`config.mk`:
```
export PLATFORM = sky130hd
export DESIGN_NAME = bpe_top
export DESIGN_NICKNAME = d
export VERILOG_FILES = /design/src/bpe_pkg.sv /design/src/bpe_match_if.sv /design/src/bpe_matcher.sv /design/src/bpe_top.sv
export SDC_FILE = /design/constraint.sdc
export NUM_CORES = 1
export LEC_CHECK = 0
export BUFFER_PORTS_ARGS = -buffer_cell sky130_fd_sc_hd__buf_2
export CAP_MARGIN = 5
export CORE_MARGIN = 10
export CORE_UTILIZATION = 60
export CTS_CLUSTER_DIAMETER = 50
export DETAILED_ROUTE_END_ITERATION = 7
export PLACE_DENSITY = 0.81
export SYNTH_ARGS = -nofsm -noshare
export SYNTH_HDL_FRONTEND = slang
export SYNTH_SLANG_ARGS = --single-unit
```
`constraint.sdc`:
```
create_clock -name mclk_in -period 7.04 [get_ports mclk_in]
set_clock_uncertainty 0.1 [all_clocks]
set_input_delay 0.352 -clock mclk_in [delete_from_list [all_inputs] [get_ports mclk_in]]
set_output_delay 0.352 -clock mclk_in [all_outputs]
set_load 0.005 [all_outputs]
```
`src/bpe_pkg.sv`:
```
// Package: register map, field layout and event encodings of the bus event selector
package bpe_pkg;
  // Register byte offsets on the APB port
  localparam logic [7:0] OFF_ESEL_FIRST = 8'h00;
  localparam logic [7:0] OFF_ESEL_SECOND = 8'h04;
  localparam logic [7:0] OFF_CFG_BASE = 8'h10;
  localparam logic [7:0] OFF_CTR_BASE = 8'h20;
  localparam int NUM_CTR = 4;
  localparam int NUM_ESEL = 2;

  // Event selection field layout
  localparam int ESEL_CODE_LSB = 25;
  localparam int ESEL_MASK_LSB = 9;
  localparam logic [31:0] ESEL_RW_MASK = 32'h7fff_fe00;
  localparam logic [31:0] ESEL_RESET = 32'h0000_0000;

  // Counter configuration field layout
  localparam int CFG_SEL_LSB = 13;
  localparam int CFG_EN_BIT = 12;
  localparam logic [31:0] CFG_RW_MASK = 32'h0000_f000;
  localparam logic [31:0] CFG_RESET = 32'h0000_0000;
  localparam logic [2:0] BUS_CFG_SEL = 3'h3;

  // Event codes
  localparam logic [5:0] CODE_B2B = 6'h16;
  localparam logic [5:0] CODE_BNR = 6'h08;
  localparam logic [5:0] CODE_SNOOP = 6'h06;
  localparam logic [5:0] RESP_CODE_DEF = 6'h04;

  // Meaningful sub-event mask bits per event
  localparam logic [15:0] B2B_VALID = 16'h007e;
  localparam logic [15:0] BNR_VALID = 16'h0007;
  localparam logic [15:0] SNOOP_VALID = 16'h00c4;
  localparam logic [15:0] RESP_VALID = 16'h0306;

  function automatic logic [5:0] esel_code(input logic [31:0] sel);
    esel_code = sel[ESEL_CODE_LSB +: 6];
  endfunction : esel_code

  function automatic logic [15:0] esel_mask(input logic [31:0] sel);
    esel_mask = sel[ESEL_MASK_LSB +: 16];
  endfunction : esel_mask

  // Byte-lane write merge, writable bits only
  function automatic logic [31:0] merge(input logic [31:0] old_v, input logic [31:0] new_v,
                                        input logic [3:0] strb, input logic [31:0] rw);
    logic [31:0] lane;
    lane = {{8{strb[3]}}, {8{strb[2]}}, {8{strb[1]}}, {8{strb[0]}}} & rw;
    merge = (old_v & ~lane) | (new_v & lane);
  endfunction : merge
endpackage : bpe_pkg

```
`src/bpe_match_if.sv`:
```
// Interface: one event selection value and its match result
`timescale 1ns/1ps
interface bpe_match_if;
  logic [31:0] sel;
  logic hit;
  modport ctl (output sel, input hit);
  modport mat (input sel, output hit);
endinterface : bpe_match_if

```
`src/bpe_matcher.sv`:
```
// Matcher: decodes one event selection value against the bus occurrence lines
`timescale 1ns/1ps
module bpe_matcher #(
  parameter logic [5:0] RESP_CODE = bpe_pkg::RESP_CODE_DEF
) (
  // Clock and reset, for checks only
  input wire logic mclk_in,
  input wire logic rst_n_in,
  // Selection and result
  bpe_match_if.mat m,
  // Occurrences, one line per sub-event bit
  input wire logic [15:0] b2b_occ_in,
  input wire logic [15:0] bnr_occ_in,
  input wire logic [15:0] snoop_occ_in,
  input wire logic [15:0] resp_occ_in
);
  logic [5:0] code;
  logic [15:0] mask;

  if (RESP_CODE == bpe_pkg::CODE_B2B || RESP_CODE == bpe_pkg::CODE_BNR ||
      RESP_CODE == bpe_pkg::CODE_SNOOP) begin : g_bad_code
    $error("response code collides with another event code");
  end

  always_comb begin
    code = bpe_pkg::esel_code(m.sel);
    mask = bpe_pkg::esel_mask(m.sel);
    if (code == bpe_pkg::CODE_B2B) begin
      m.hit = |(mask & b2b_occ_in & bpe_pkg::B2B_VALID);
    end else if (code == bpe_pkg::CODE_BNR) begin
      m.hit = |(mask & bnr_occ_in & bpe_pkg::BNR_VALID);
    end else if (code == bpe_pkg::CODE_SNOOP) begin
      m.hit = |(mask & snoop_occ_in & bpe_pkg::SNOOP_VALID);
    end else if (code == RESP_CODE) begin
      m.hit = |(mask & resp_occ_in & bpe_pkg::RESP_VALID);
    end else begin
      m.hit = 1'b0;
    end
  end

  b2b_hit_a: assert property (@(posedge mclk_in) disable iff (!rst_n_in)
    (code == bpe_pkg::CODE_B2B) |-> (m.hit == |(mask & b2b_occ_in & 16'h007e)))
    else $error("b2b match wrong");
  bnr_ignore_a: assert property (@(posedge mclk_in) disable iff (!rst_n_in)
    (code == bpe_pkg::CODE_BNR && (mask & bnr_occ_in & 16'h0007) == 16'h0000) |-> !m.hit)
    else $error("bnr counted an unmeaningful bit");
  snoop_hit_a: assert property (@(posedge mclk_in) disable iff (!rst_n_in)
    (code == bpe_pkg::CODE_SNOOP) |-> (m.hit == |(mask & snoop_occ_in & 16'h00c4)))
    else $error("snoop match wrong");
  resp_hit_a: assert property (@(posedge mclk_in) disable iff (!rst_n_in)
    (code == RESP_CODE) |-> (m.hit == |(mask & resp_occ_in & 16'h0306)))
    else $error("response match wrong");
  snoop_seen_c: cover property (@(posedge mclk_in) disable iff (!rst_n_in)
    code == bpe_pkg::CODE_SNOOP && m.hit);
endmodule : bpe_matcher

```
`src/bpe_top.sv`:
```
// Top: APB register file, bus event selection and four bus event counters
`timescale 1ns/1ps
module bpe_top #(
  parameter int CNT_W = 32,
  parameter logic [5:0] RESP_CODE = bpe_pkg::RESP_CODE_DEF
) (
  // Clock and reset
  input wire logic mclk_in,
  input wire logic rst_n_in,
  // APB slave
  input wire logic psel_in,
  input wire logic penable_in,
  input wire logic pwrite_in,
  input wire logic [7:0] paddr_in,
  input wire logic [31:0] pwdata_in,
  input wire logic [3:0] pstrb_in,
  output logic [31:0] prdata_out,
  output logic pready_out,
  output logic pslverr_out,
  // Bus occurrence lines from the bus unit
  input wire logic [15:0] b2b_occ_in,
  input wire logic [15:0] bnr_occ_in,
  input wire logic [15:0] snoop_occ_in,
  input wire logic [15:0] resp_occ_in,
  // Per-counter increment strobes
  output logic [3:0] ctr_tick_out
);
  typedef logic [CNT_W-1:0] bpe_cnt_t;

  if (CNT_W < 1 || CNT_W > 32) begin : g_bad_width
    $error("CNT_W must be 1 to 32");
  end

  logic [31:0] esel_r [bpe_pkg::NUM_ESEL];
  logic [31:0] esel_nxt [bpe_pkg::NUM_ESEL];
  logic [31:0] cfg_r [bpe_pkg::NUM_CTR];
  logic [31:0] cfg_nxt [bpe_pkg::NUM_CTR];
  bpe_cnt_t ctr_r [bpe_pkg::NUM_CTR];
  bpe_cnt_t ctr_nxt [bpe_pkg::NUM_CTR];
  logic [31:0] prdata_r, prdata_nxt;
  logic pready_r, pready_nxt;
  logic pslverr_r, pslverr_nxt;
  logic [3:0] tick_r, tick_nxt;
  logic [3:0] inc;
  logic [3:0] wr_ctr;
  logic [1:0] hit;
  logic access, commit;
  logic [31:0] rd_val;
  logic map_ok;

  // One matcher per event selection register
  for (genvar g = 0; g < bpe_pkg::NUM_ESEL; g++) begin : g_match
    bpe_match_if mif ();
    assign mif.sel = esel_r[g];
    assign hit[g] = mif.hit;
    bpe_matcher #(.RESP_CODE(RESP_CODE)) u_match (
      .mclk_in(mclk_in),
      .rst_n_in(rst_n_in),
      .m(mif.mat),
      .b2b_occ_in(b2b_occ_in),
      .bnr_occ_in(bnr_occ_in),
      .snoop_occ_in(snoop_occ_in),
      .resp_occ_in(resp_occ_in)
    );
  end

  // Counter k listens only to selector k/2 and only with select 3
  for (genvar k = 0; k < bpe_pkg::NUM_CTR; k++) begin : g_inc
    assign inc[k] = cfg_r[k][bpe_pkg::CFG_EN_BIT] &&
                    cfg_r[k][bpe_pkg::CFG_SEL_LSB +: 3] == bpe_pkg::BUS_CFG_SEL &&
                    hit[k / 2];
  end

  // Address decode and read mux
  always_comb begin
    rd_val = 32'h0000_0000;
    map_ok = 1'b0;
    if (paddr_in == bpe_pkg::OFF_ESEL_FIRST) begin
      rd_val = esel_r[0] & bpe_pkg::ESEL_RW_MASK;
      map_ok = 1'b1;
    end
    if (paddr_in == bpe_pkg::OFF_ESEL_SECOND) begin
      rd_val = esel_r[1] & bpe_pkg::ESEL_RW_MASK;
      map_ok = 1'b1;
    end
    for (int k = 0; k < bpe_pkg::NUM_CTR; k++) begin
      if (paddr_in == bpe_pkg::OFF_CFG_BASE + 8'(4 * k)) begin
        rd_val = cfg_r[k] & bpe_pkg::CFG_RW_MASK;
        map_ok = 1'b1;
      end
      if (paddr_in == bpe_pkg::OFF_CTR_BASE + 8'(4 * k)) begin
        rd_val = 32'(ctr_r[k]);
        map_ok = 1'b1;
      end
    end
  end

  // One wait state: pready rises in the second access cycle
  assign access = psel_in && penable_in;
  assign commit = access && pready_r && pwrite_in && map_ok;

  always_comb begin
    pready_nxt = access && !pready_r;
    pslverr_nxt = access && !pready_r && !map_ok;
    prdata_nxt = prdata_r;
    if (access && !pready_r) begin
      prdata_nxt = (map_ok && !pwrite_in) ? rd_val : 32'h0000_0000;
    end
    esel_nxt = esel_r;
    cfg_nxt = cfg_r;
    wr_ctr = 4'h0;
    if (commit && paddr_in == bpe_pkg::OFF_ESEL_FIRST) begin
      esel_nxt[0] = bpe_pkg::merge(esel_r[0], pwdata_in, pstrb_in, bpe_pkg::ESEL_RW_MASK);
    end
    if (commit && paddr_in == bpe_pkg::OFF_ESEL_SECOND) begin
      esel_nxt[1] = bpe_pkg::merge(esel_r[1], pwdata_in, pstrb_in, bpe_pkg::ESEL_RW_MASK);
    end
    for (int k = 0; k < bpe_pkg::NUM_CTR; k++) begin
      ctr_nxt[k] = inc[k] ? ctr_r[k] + bpe_cnt_t'(1) : ctr_r[k];
      if (commit && paddr_in == bpe_pkg::OFF_CFG_BASE + 8'(4 * k)) begin
        cfg_nxt[k] = bpe_pkg::merge(cfg_r[k], pwdata_in, pstrb_in, bpe_pkg::CFG_RW_MASK);
      end
      // Software preset wins over a same-cycle count
      if (commit && paddr_in == bpe_pkg::OFF_CTR_BASE + 8'(4 * k)) begin
        wr_ctr[k] = 1'b1;
        ctr_nxt[k] = bpe_cnt_t'(bpe_pkg::merge(32'(ctr_r[k]), pwdata_in, pstrb_in,
                                               32'hffff_ffff));
      end
    end
    tick_nxt = inc;
  end

  // Reset loads constants only, so no reset-time path reaches the data inputs
  always_ff @(posedge mclk_in or negedge rst_n_in) begin
    if (!rst_n_in) begin
      for (int i = 0; i < bpe_pkg::NUM_ESEL; i++) begin
        esel_r[i] <= bpe_pkg::ESEL_RESET;
      end
      for (int k = 0; k < bpe_pkg::NUM_CTR; k++) begin
        cfg_r[k] <= bpe_pkg::CFG_RESET;
        ctr_r[k] <= '0;
      end
      prdata_r <= 32'h0000_0000;
      pready_r <= 1'b0;
      pslverr_r <= 1'b0;
      tick_r <= 4'h0;
    end else begin
      esel_r <= esel_nxt;
      cfg_r <= cfg_nxt;
      ctr_r <= ctr_nxt;
      prdata_r <= prdata_nxt;
      pready_r <= pready_nxt;
      pslverr_r <= pslverr_nxt;
      tick_r <= tick_nxt;
    end
  end

  assign prdata_out = prdata_r;
  assign pready_out = pready_r;
  assign pslverr_out = pslverr_r;
  assign ctr_tick_out = tick_r;

  sel_gate_a: assert property (@(posedge mclk_in) disable iff (!rst_n_in)
    (!wr_ctr[2] && cfg_r[2][15:13] != 3'h3) |=> $stable(ctr_r[2]))
    else $error("counter 2 moved without bus select");
  first_only_a: assert property (@(posedge mclk_in) disable iff (!rst_n_in)
    (inc[1] |-> hit[0]) and (inc[3] |-> hit[1]))
    else $error("counter fed by the wrong selector");
  count_step_a: assert property (@(posedge mclk_in) disable iff (!rst_n_in)
    (inc[0] && !wr_ctr[0]) |=> (ctr_r[0] == bpe_cnt_t'($past(ctr_r[0]) + 1'b1)) && ctr_tick_out[0])
    else $error("counter 0 did not step by one");
  apb_wait_a: assert property (@(posedge mclk_in) disable iff (!rst_n_in)
    (access && !pready_r) |=> pready_r ##1 !pready_r)
    else $error("pready not a single cycle after one wait");
  b2b_count_c: cover property (@(posedge mclk_in) disable iff (!rst_n_in)
    inc[0] && bpe_pkg::esel_code(esel_r[0]) == bpe_pkg::CODE_B2B);
  second_count_c: cover property (@(posedge mclk_in) disable iff (!rst_n_in) inc[3]);
  bad_addr_c: cover property (@(posedge mclk_in) disable iff (!rst_n_in) pslverr_r);
  resp_count_c: cover property (@(posedge mclk_in) disable iff (!rst_n_in)
    inc[2] && bpe_pkg::esel_code(esel_r[1]) == RESP_CODE);

  // Error answers carry no data and leave both selectors alone
  err_zero_a: assert property (@(posedge mclk_in) disable iff (!rst_n_in)
    pslverr_out |-> (pready_out && prdata_out == 32'h0000_0000))
    else $error("error answer without pready or with data");
  err_nowrite_a: assert property (@(posedge mclk_in) disable iff (!rst_n_in)
    (access && pready_r && !map_ok) |=> ($stable(esel_r[0]) && $stable(esel_r[1])))
    else $error("unmapped write changed a selector");
  wr_zero_a: assert property (@(posedge mclk_in) disable iff (!rst_n_in)
    (access && !pready_r && pwrite_in) |=> (prdata_out == 32'h0000_0000))
    else $error("write answer carried data");
  esel_bits_a: assert property (@(posedge mclk_in) disable iff (!rst_n_in)
    ((esel_r[0] | esel_r[1]) & ~bpe_pkg::ESEL_RW_MASK) == 32'h0000_0000)
    else $error("selector holds an unwritable bit");

  // Every counter moves only by one matching step or by a software write
  for (genvar k = 0; k < bpe_pkg::NUM_CTR; k++) begin : g_ctr_chk
    hold_idle_a: assert property (@(posedge mclk_in) disable iff (!rst_n_in)
      (!inc[k] && !wr_ctr[k]) |=> $stable(ctr_r[k]))
      else $error("counter moved without a matching clock");
    tick_step_a: assert property (@(posedge mclk_in) disable iff (!rst_n_in)
      (inc[k] && !wr_ctr[k]) |=>
        (ctr_tick_out[k] && ctr_r[k] == $past(ctr_r[k]) + bpe_cnt_t'(1)))
      else $error("counter did not step by one");
    bus_sel_a: assert property (@(posedge mclk_in) disable iff (!rst_n_in)
      inc[k] |-> (cfg_r[k][15:13] == 3'h3 && (k < 2 ? hit[0] : hit[1])))
      else $error("counter counted without bus select or from the wrong selector");
    cfg_bits_a: assert property (@(posedge mclk_in) disable iff (!rst_n_in)
      (cfg_r[k] & ~bpe_pkg::CFG_RW_MASK) == 32'h0000_0000)
      else $error("config holds an unwritable bit");
  end
endmodule : bpe_top

```
### After elaboration in Yosys (flattened, before gate mapping)

Cells that the tools add are included.

* bits in registers: 358
* bits of input ports: 113
* output and inout port bits: 38
* logic and storage cells: 151

* add/subtract/negate cells: 4
* equal/unequal tests: 21
* multiplexer cells: 37
* bitwise operators: 34
* reduce and logical (&&, ||, !) cells: 41

Operators by type and width (count)
* $mux 32: 16
* $and 32x32->32: 11
* $or 32x32->32: 10
* $add 32x1->32 const B: 4
* $mux 31: 3
* $and 32x16->32: 1
* $and 32x31->32: 1
* $eq 8x5->1 const B: 4
* $eq 8x6->1 const B: 4
* $not 16->32: 1
* $not 31->32: 1
* $not 32->32: 1
* $logic_and 1x1->1: 25
* $eq 6x3->1 const B: 4
* $and 10x10->10: 2
* $mux 1: 18
* $and 8x8->8: 2
* $and 7x7->7: 2
* $eq 3x2->1 const B: 4
* $eq 6x4->1 const B: 2
* $eq 6x5->1 const B: 2
* $reduce_or 3->1: 4
* $reduce_or 6->1: 2
* $eq 8x3->1 const B: 1
* 5 further kinds: 12

### Longest topological paths before layout

* word-level depth: 14
* gate-level depth with buffers: 10
* depth with buffers taken out: 7

### Cells and area by module

Synthesis repeated with hierarchy kept, for this count alone.

* cell total of the unflattened synthesis: 1445
* area, all modules: 13088.8 µm²

By module, submodules not included
* bpe_top: instances 1, cells an instance 1405, area an instance 12836.1 µm², seq. area each 5655.4 µm²
* bpe_matcher: instances 2, cells an instance 20, area an instance 126.4 µm², seq. area each 0.0 µm²

### Least setup slack after synthesis

OpenSTA, ideal clock, no wires.

* kind: reg-to-reg
* start: register with a tool-made name
* end: register with a tool-made name
* library setup time: 0.124 ns
* data arrival time: 2.444 ns
* data required time: 6.816 ns
* path slack: 4.372 ns
* cell stages (with the launch flop): 8
* path buffers: 1
* clock period less this slack: 2.668 ns
* path through: dfrtp_1 > or4b_1 > or4b_2 > o21a_1 > nand3_1 > buf_2 > nor4_1 > a211o_1

==> flow_summary.json <==
{
  "overflow": 0,
  "p_comb_frac": 0.041,
  "clock-sinks": 226,
  "postSynthAreaPerCell_sq_um": 9.04,
  "max_stage_delay_ns": 0.79,
  "clk_path_buf_depth": 3,
  "tightest_slew_ns": 1.29,
  "place_inst": 1804,
  "cts_tree": "done",
  "vdd_drop_max_mv": 0.220,
  "start_util": 0.614,
  "critical_path.top_delay_family": "simple AND/OR/NAND/NOR gates",
  "rr_worst_depth": 7,
  "min_path_type": "input port to register",
  "h-tree-depth": 1,
  "syn-num-nets": 1607,
  "tns_ns": 0,
  "nets": 1675,
  "num_vias": 13700,
  "diodes": 0,
  "power_switching_mw": 0.699,
  "syn_area_sq_um": 13500,
  "setup_ws_ns": 3.35,
  "arrival_ns": 4.07,
  "crit_chain": "or4b_1, or4b_2, o21ai_1, nor3_1, buf_4, a211o_1, nand3_1",
  "maxCapViolations": 0,
  "place_congestion": 1.03,
  "post-place-ws_ns": 3.29,
  "finalHoldViolCount": 0,
  "finalCritPeriodShare": 0.524,
  "cts_buffers": 30,
  "drc": 0,
  "synth.area.top_cells": "dfrtp_1 (42%), mux2_2 (4.9%), a22oi_1 (4.6%), nand2_1 (4.2%), nand3_1 (3.7%)",
  "ys_types": 80,
  "clock_power_share": 0.511,
  "mostFrequentLayoutCells": "dfrtp_1 (226), nand2_1 (150), nor2_1 (115)",
  "fp-row-count": 54,
  "path_buf_inv": 1,
  "dieArea_sq_um": 28800,
  "start_kind": "register",
  "slew_headroom": 0.131,
  "grt_start_max_net_pins": 108,
  "async_reset_ff_frac": 1.00,
  "clk_latency_ns": 0.55,
  "grt_pass1_wl_um": 75800,
  "leakagePower_nw": 6.58,
  "die_h_um": 170,
  "ys_ff_latch": 226,
  "status": "finished, final reports clean",
  "antenna_found_initial": 0,
  "post_cts_buffers": 0,
  "finalCriticalPeriod_ns": 3.69,
  "rsz0062_at_grt": "no",
  "power.density_nw_per_um2": 191,
  "drtIter0Drc": 2107,
  "synthCells": 1490,
  "r2r_slack_ns": 3.35,
  "die_width_um": 170,
  "ios": 151,
  "synth-edff-count": 0,
  "area_delta_synth_final_pct": 12.9,
  "cp-end-kind": "register",
  "required_ns": 7.42,
  "setup-violations-final": 0,
  "hold_ws_ns": 0.0332,
  "fmax_mhz": 271,
  "dp_hpwl_um": 36100,
  "synth_top_area_frac": 0.420,
  "ys_seq_area_frac": 0.420,
  "cp_num_cells": 7,
  "final_common_cell": "dfrtp_1",
  "slew_viol_final": 0,
  "place_area_sq_um": 14200,
  "port-buffer-count": 102,
  "critPathMaxFanout": 11,
  "core_area_sq_um": 22000,
  "instances_no_fill": 1857,
  "design_area_sq_um": 15200,
  "min_from": "pwdata_in[5]",
  "antenna_left": 0,
  "grt_usage": 0.336,
  "drt_pass1_iterations": 8,
  "switching_share": 0.241,
  "final_layout_size_suffix_gt1_frac": 0.178,
  "p_int_mw": 2.21,
  "drt_wl_total_um": 49700,
  "cp_slowest_cell": "o21ai_1",
  "seq_power_share": 0.448,
  "grt_pass1_vias": 12700,
  "synth_ff_type": "dfrtp_1",
  "path_clk_slew_ns": 0.06,
  "wl_per_cell_um": 26.8,
  "yosys.area.top_type": "dfrtp_1",
  "yosysWarningCount": 0,
  "path_class": "register to register",
  "via_per_inst": 7.35,
  "root_buffer": "clkbuf_16"
}
-- cell usage after synthesis (8+ instances only) --
master,n
a211o_1,11
a211oi_1,34
a21oi_1,48
a22o_1,32
a22oi_1,83
a311oi_1,20
a31o_2,10
a31oi_1,10
and2_1,12
and3_1,41
and4_1,15
buf_1,10
buf_2,14
clkbuf_1,71
dfrtp_1,226
inv_1,33
mux2_2,59
mux2i_1,11
nand2_1,150
nand3_1,100
nand4_1,33
nor2_1,116
nor2b_1,8
nor3_1,47
nor4_1,32
o211ai_1,20
o21ai_0,46
o22ai_1,15
o311ai_0,14
o31ai_1,10
or3_1,15
or4_1,12
-- worst reg2reg max path: cells and delay by family, from the launching register on --
| kind | cells | cell delay (ns) |
|---|---|---|
| AO/OA/AOI/OAI | 2 | 1.05 |
| buffers and inverters | 1 | 0.27 |
| flip-flops | 1 | 0.45 |
| AND/OR/NAND/NOR | 4 | 1.76 |
-- worst min path at each step --
stage	endpoint	slack (ns)	depth (start not counted)
floorplan	asynchronous set/reset pin	-0.04	0
global placement	asynchronous set/reset pin	0.36	1
detailed placement	asynchronous set/reset pin	0.37	1
CTS	register	0.02	3
global route	register	0.04	3
finish	register	0.03	3
-- through the flow --
stage                     power, mW   util
after floorplan                1.35      -
after global placement         1.44  0.648
after detailed placement       1.44  0.648
after CTS                      2.90  0.693
after global routing           2.97  0.693
final                          2.90  0.693
-- cells by family after synthesis --
kind of cell / share of synthesized area
AOI/OAI and AO/OA: 0.239
xor gates and xnor gates: 0.00195
adders and majority gates: 0.00372
buffers and inverters: 0.0381
DFF: 0.420
muxes: 0.0575
and+or+nand+nor: 0.240
-- final cells by class --
cell class,count,area [sq um]
repair buffers,133,758
inverters,33,124
fillers,1744,6750
clock inverters,14,129
clock buffers,37,838
well taps,280,350
multi-input cells,1134,7350
flip-flops and latches,226,5660
-- power by group through the flow --
stage | registers (mW) | logic, mW | clock network [mW]
CTS | 1.30 | 0.115 | 1.49
floorplan | 1.32 | 0.0276 | 0
finish | 1.30 | 0.119 | 1.49
detailed placement | 1.32 | 0.114 | 0
global route | 1.30 | 0.125 | 1.54
global placement | 1.32 | 0.113 | 0
-- timing repair --
action,CTS,global route
hold endpoints to repair,106,0
resized for setup,0,0
hold buffers,2,0
-- metal layers --
| layer | wire length (um) | share of wire | global-route usage |
|---|---|---|---|
| met1 | 19200 | 0.39 | 0.456 |
| met5 | 0 | 0 | 0 |
| met4 | 2210 | 0.044 | 0.135 |
| met2 | 21600 | 0.44 | 0.505 |
| met3 | 6690 | 0.13 | 0.0851 |
Note: power is estimated with default switching activity, not from simulation.
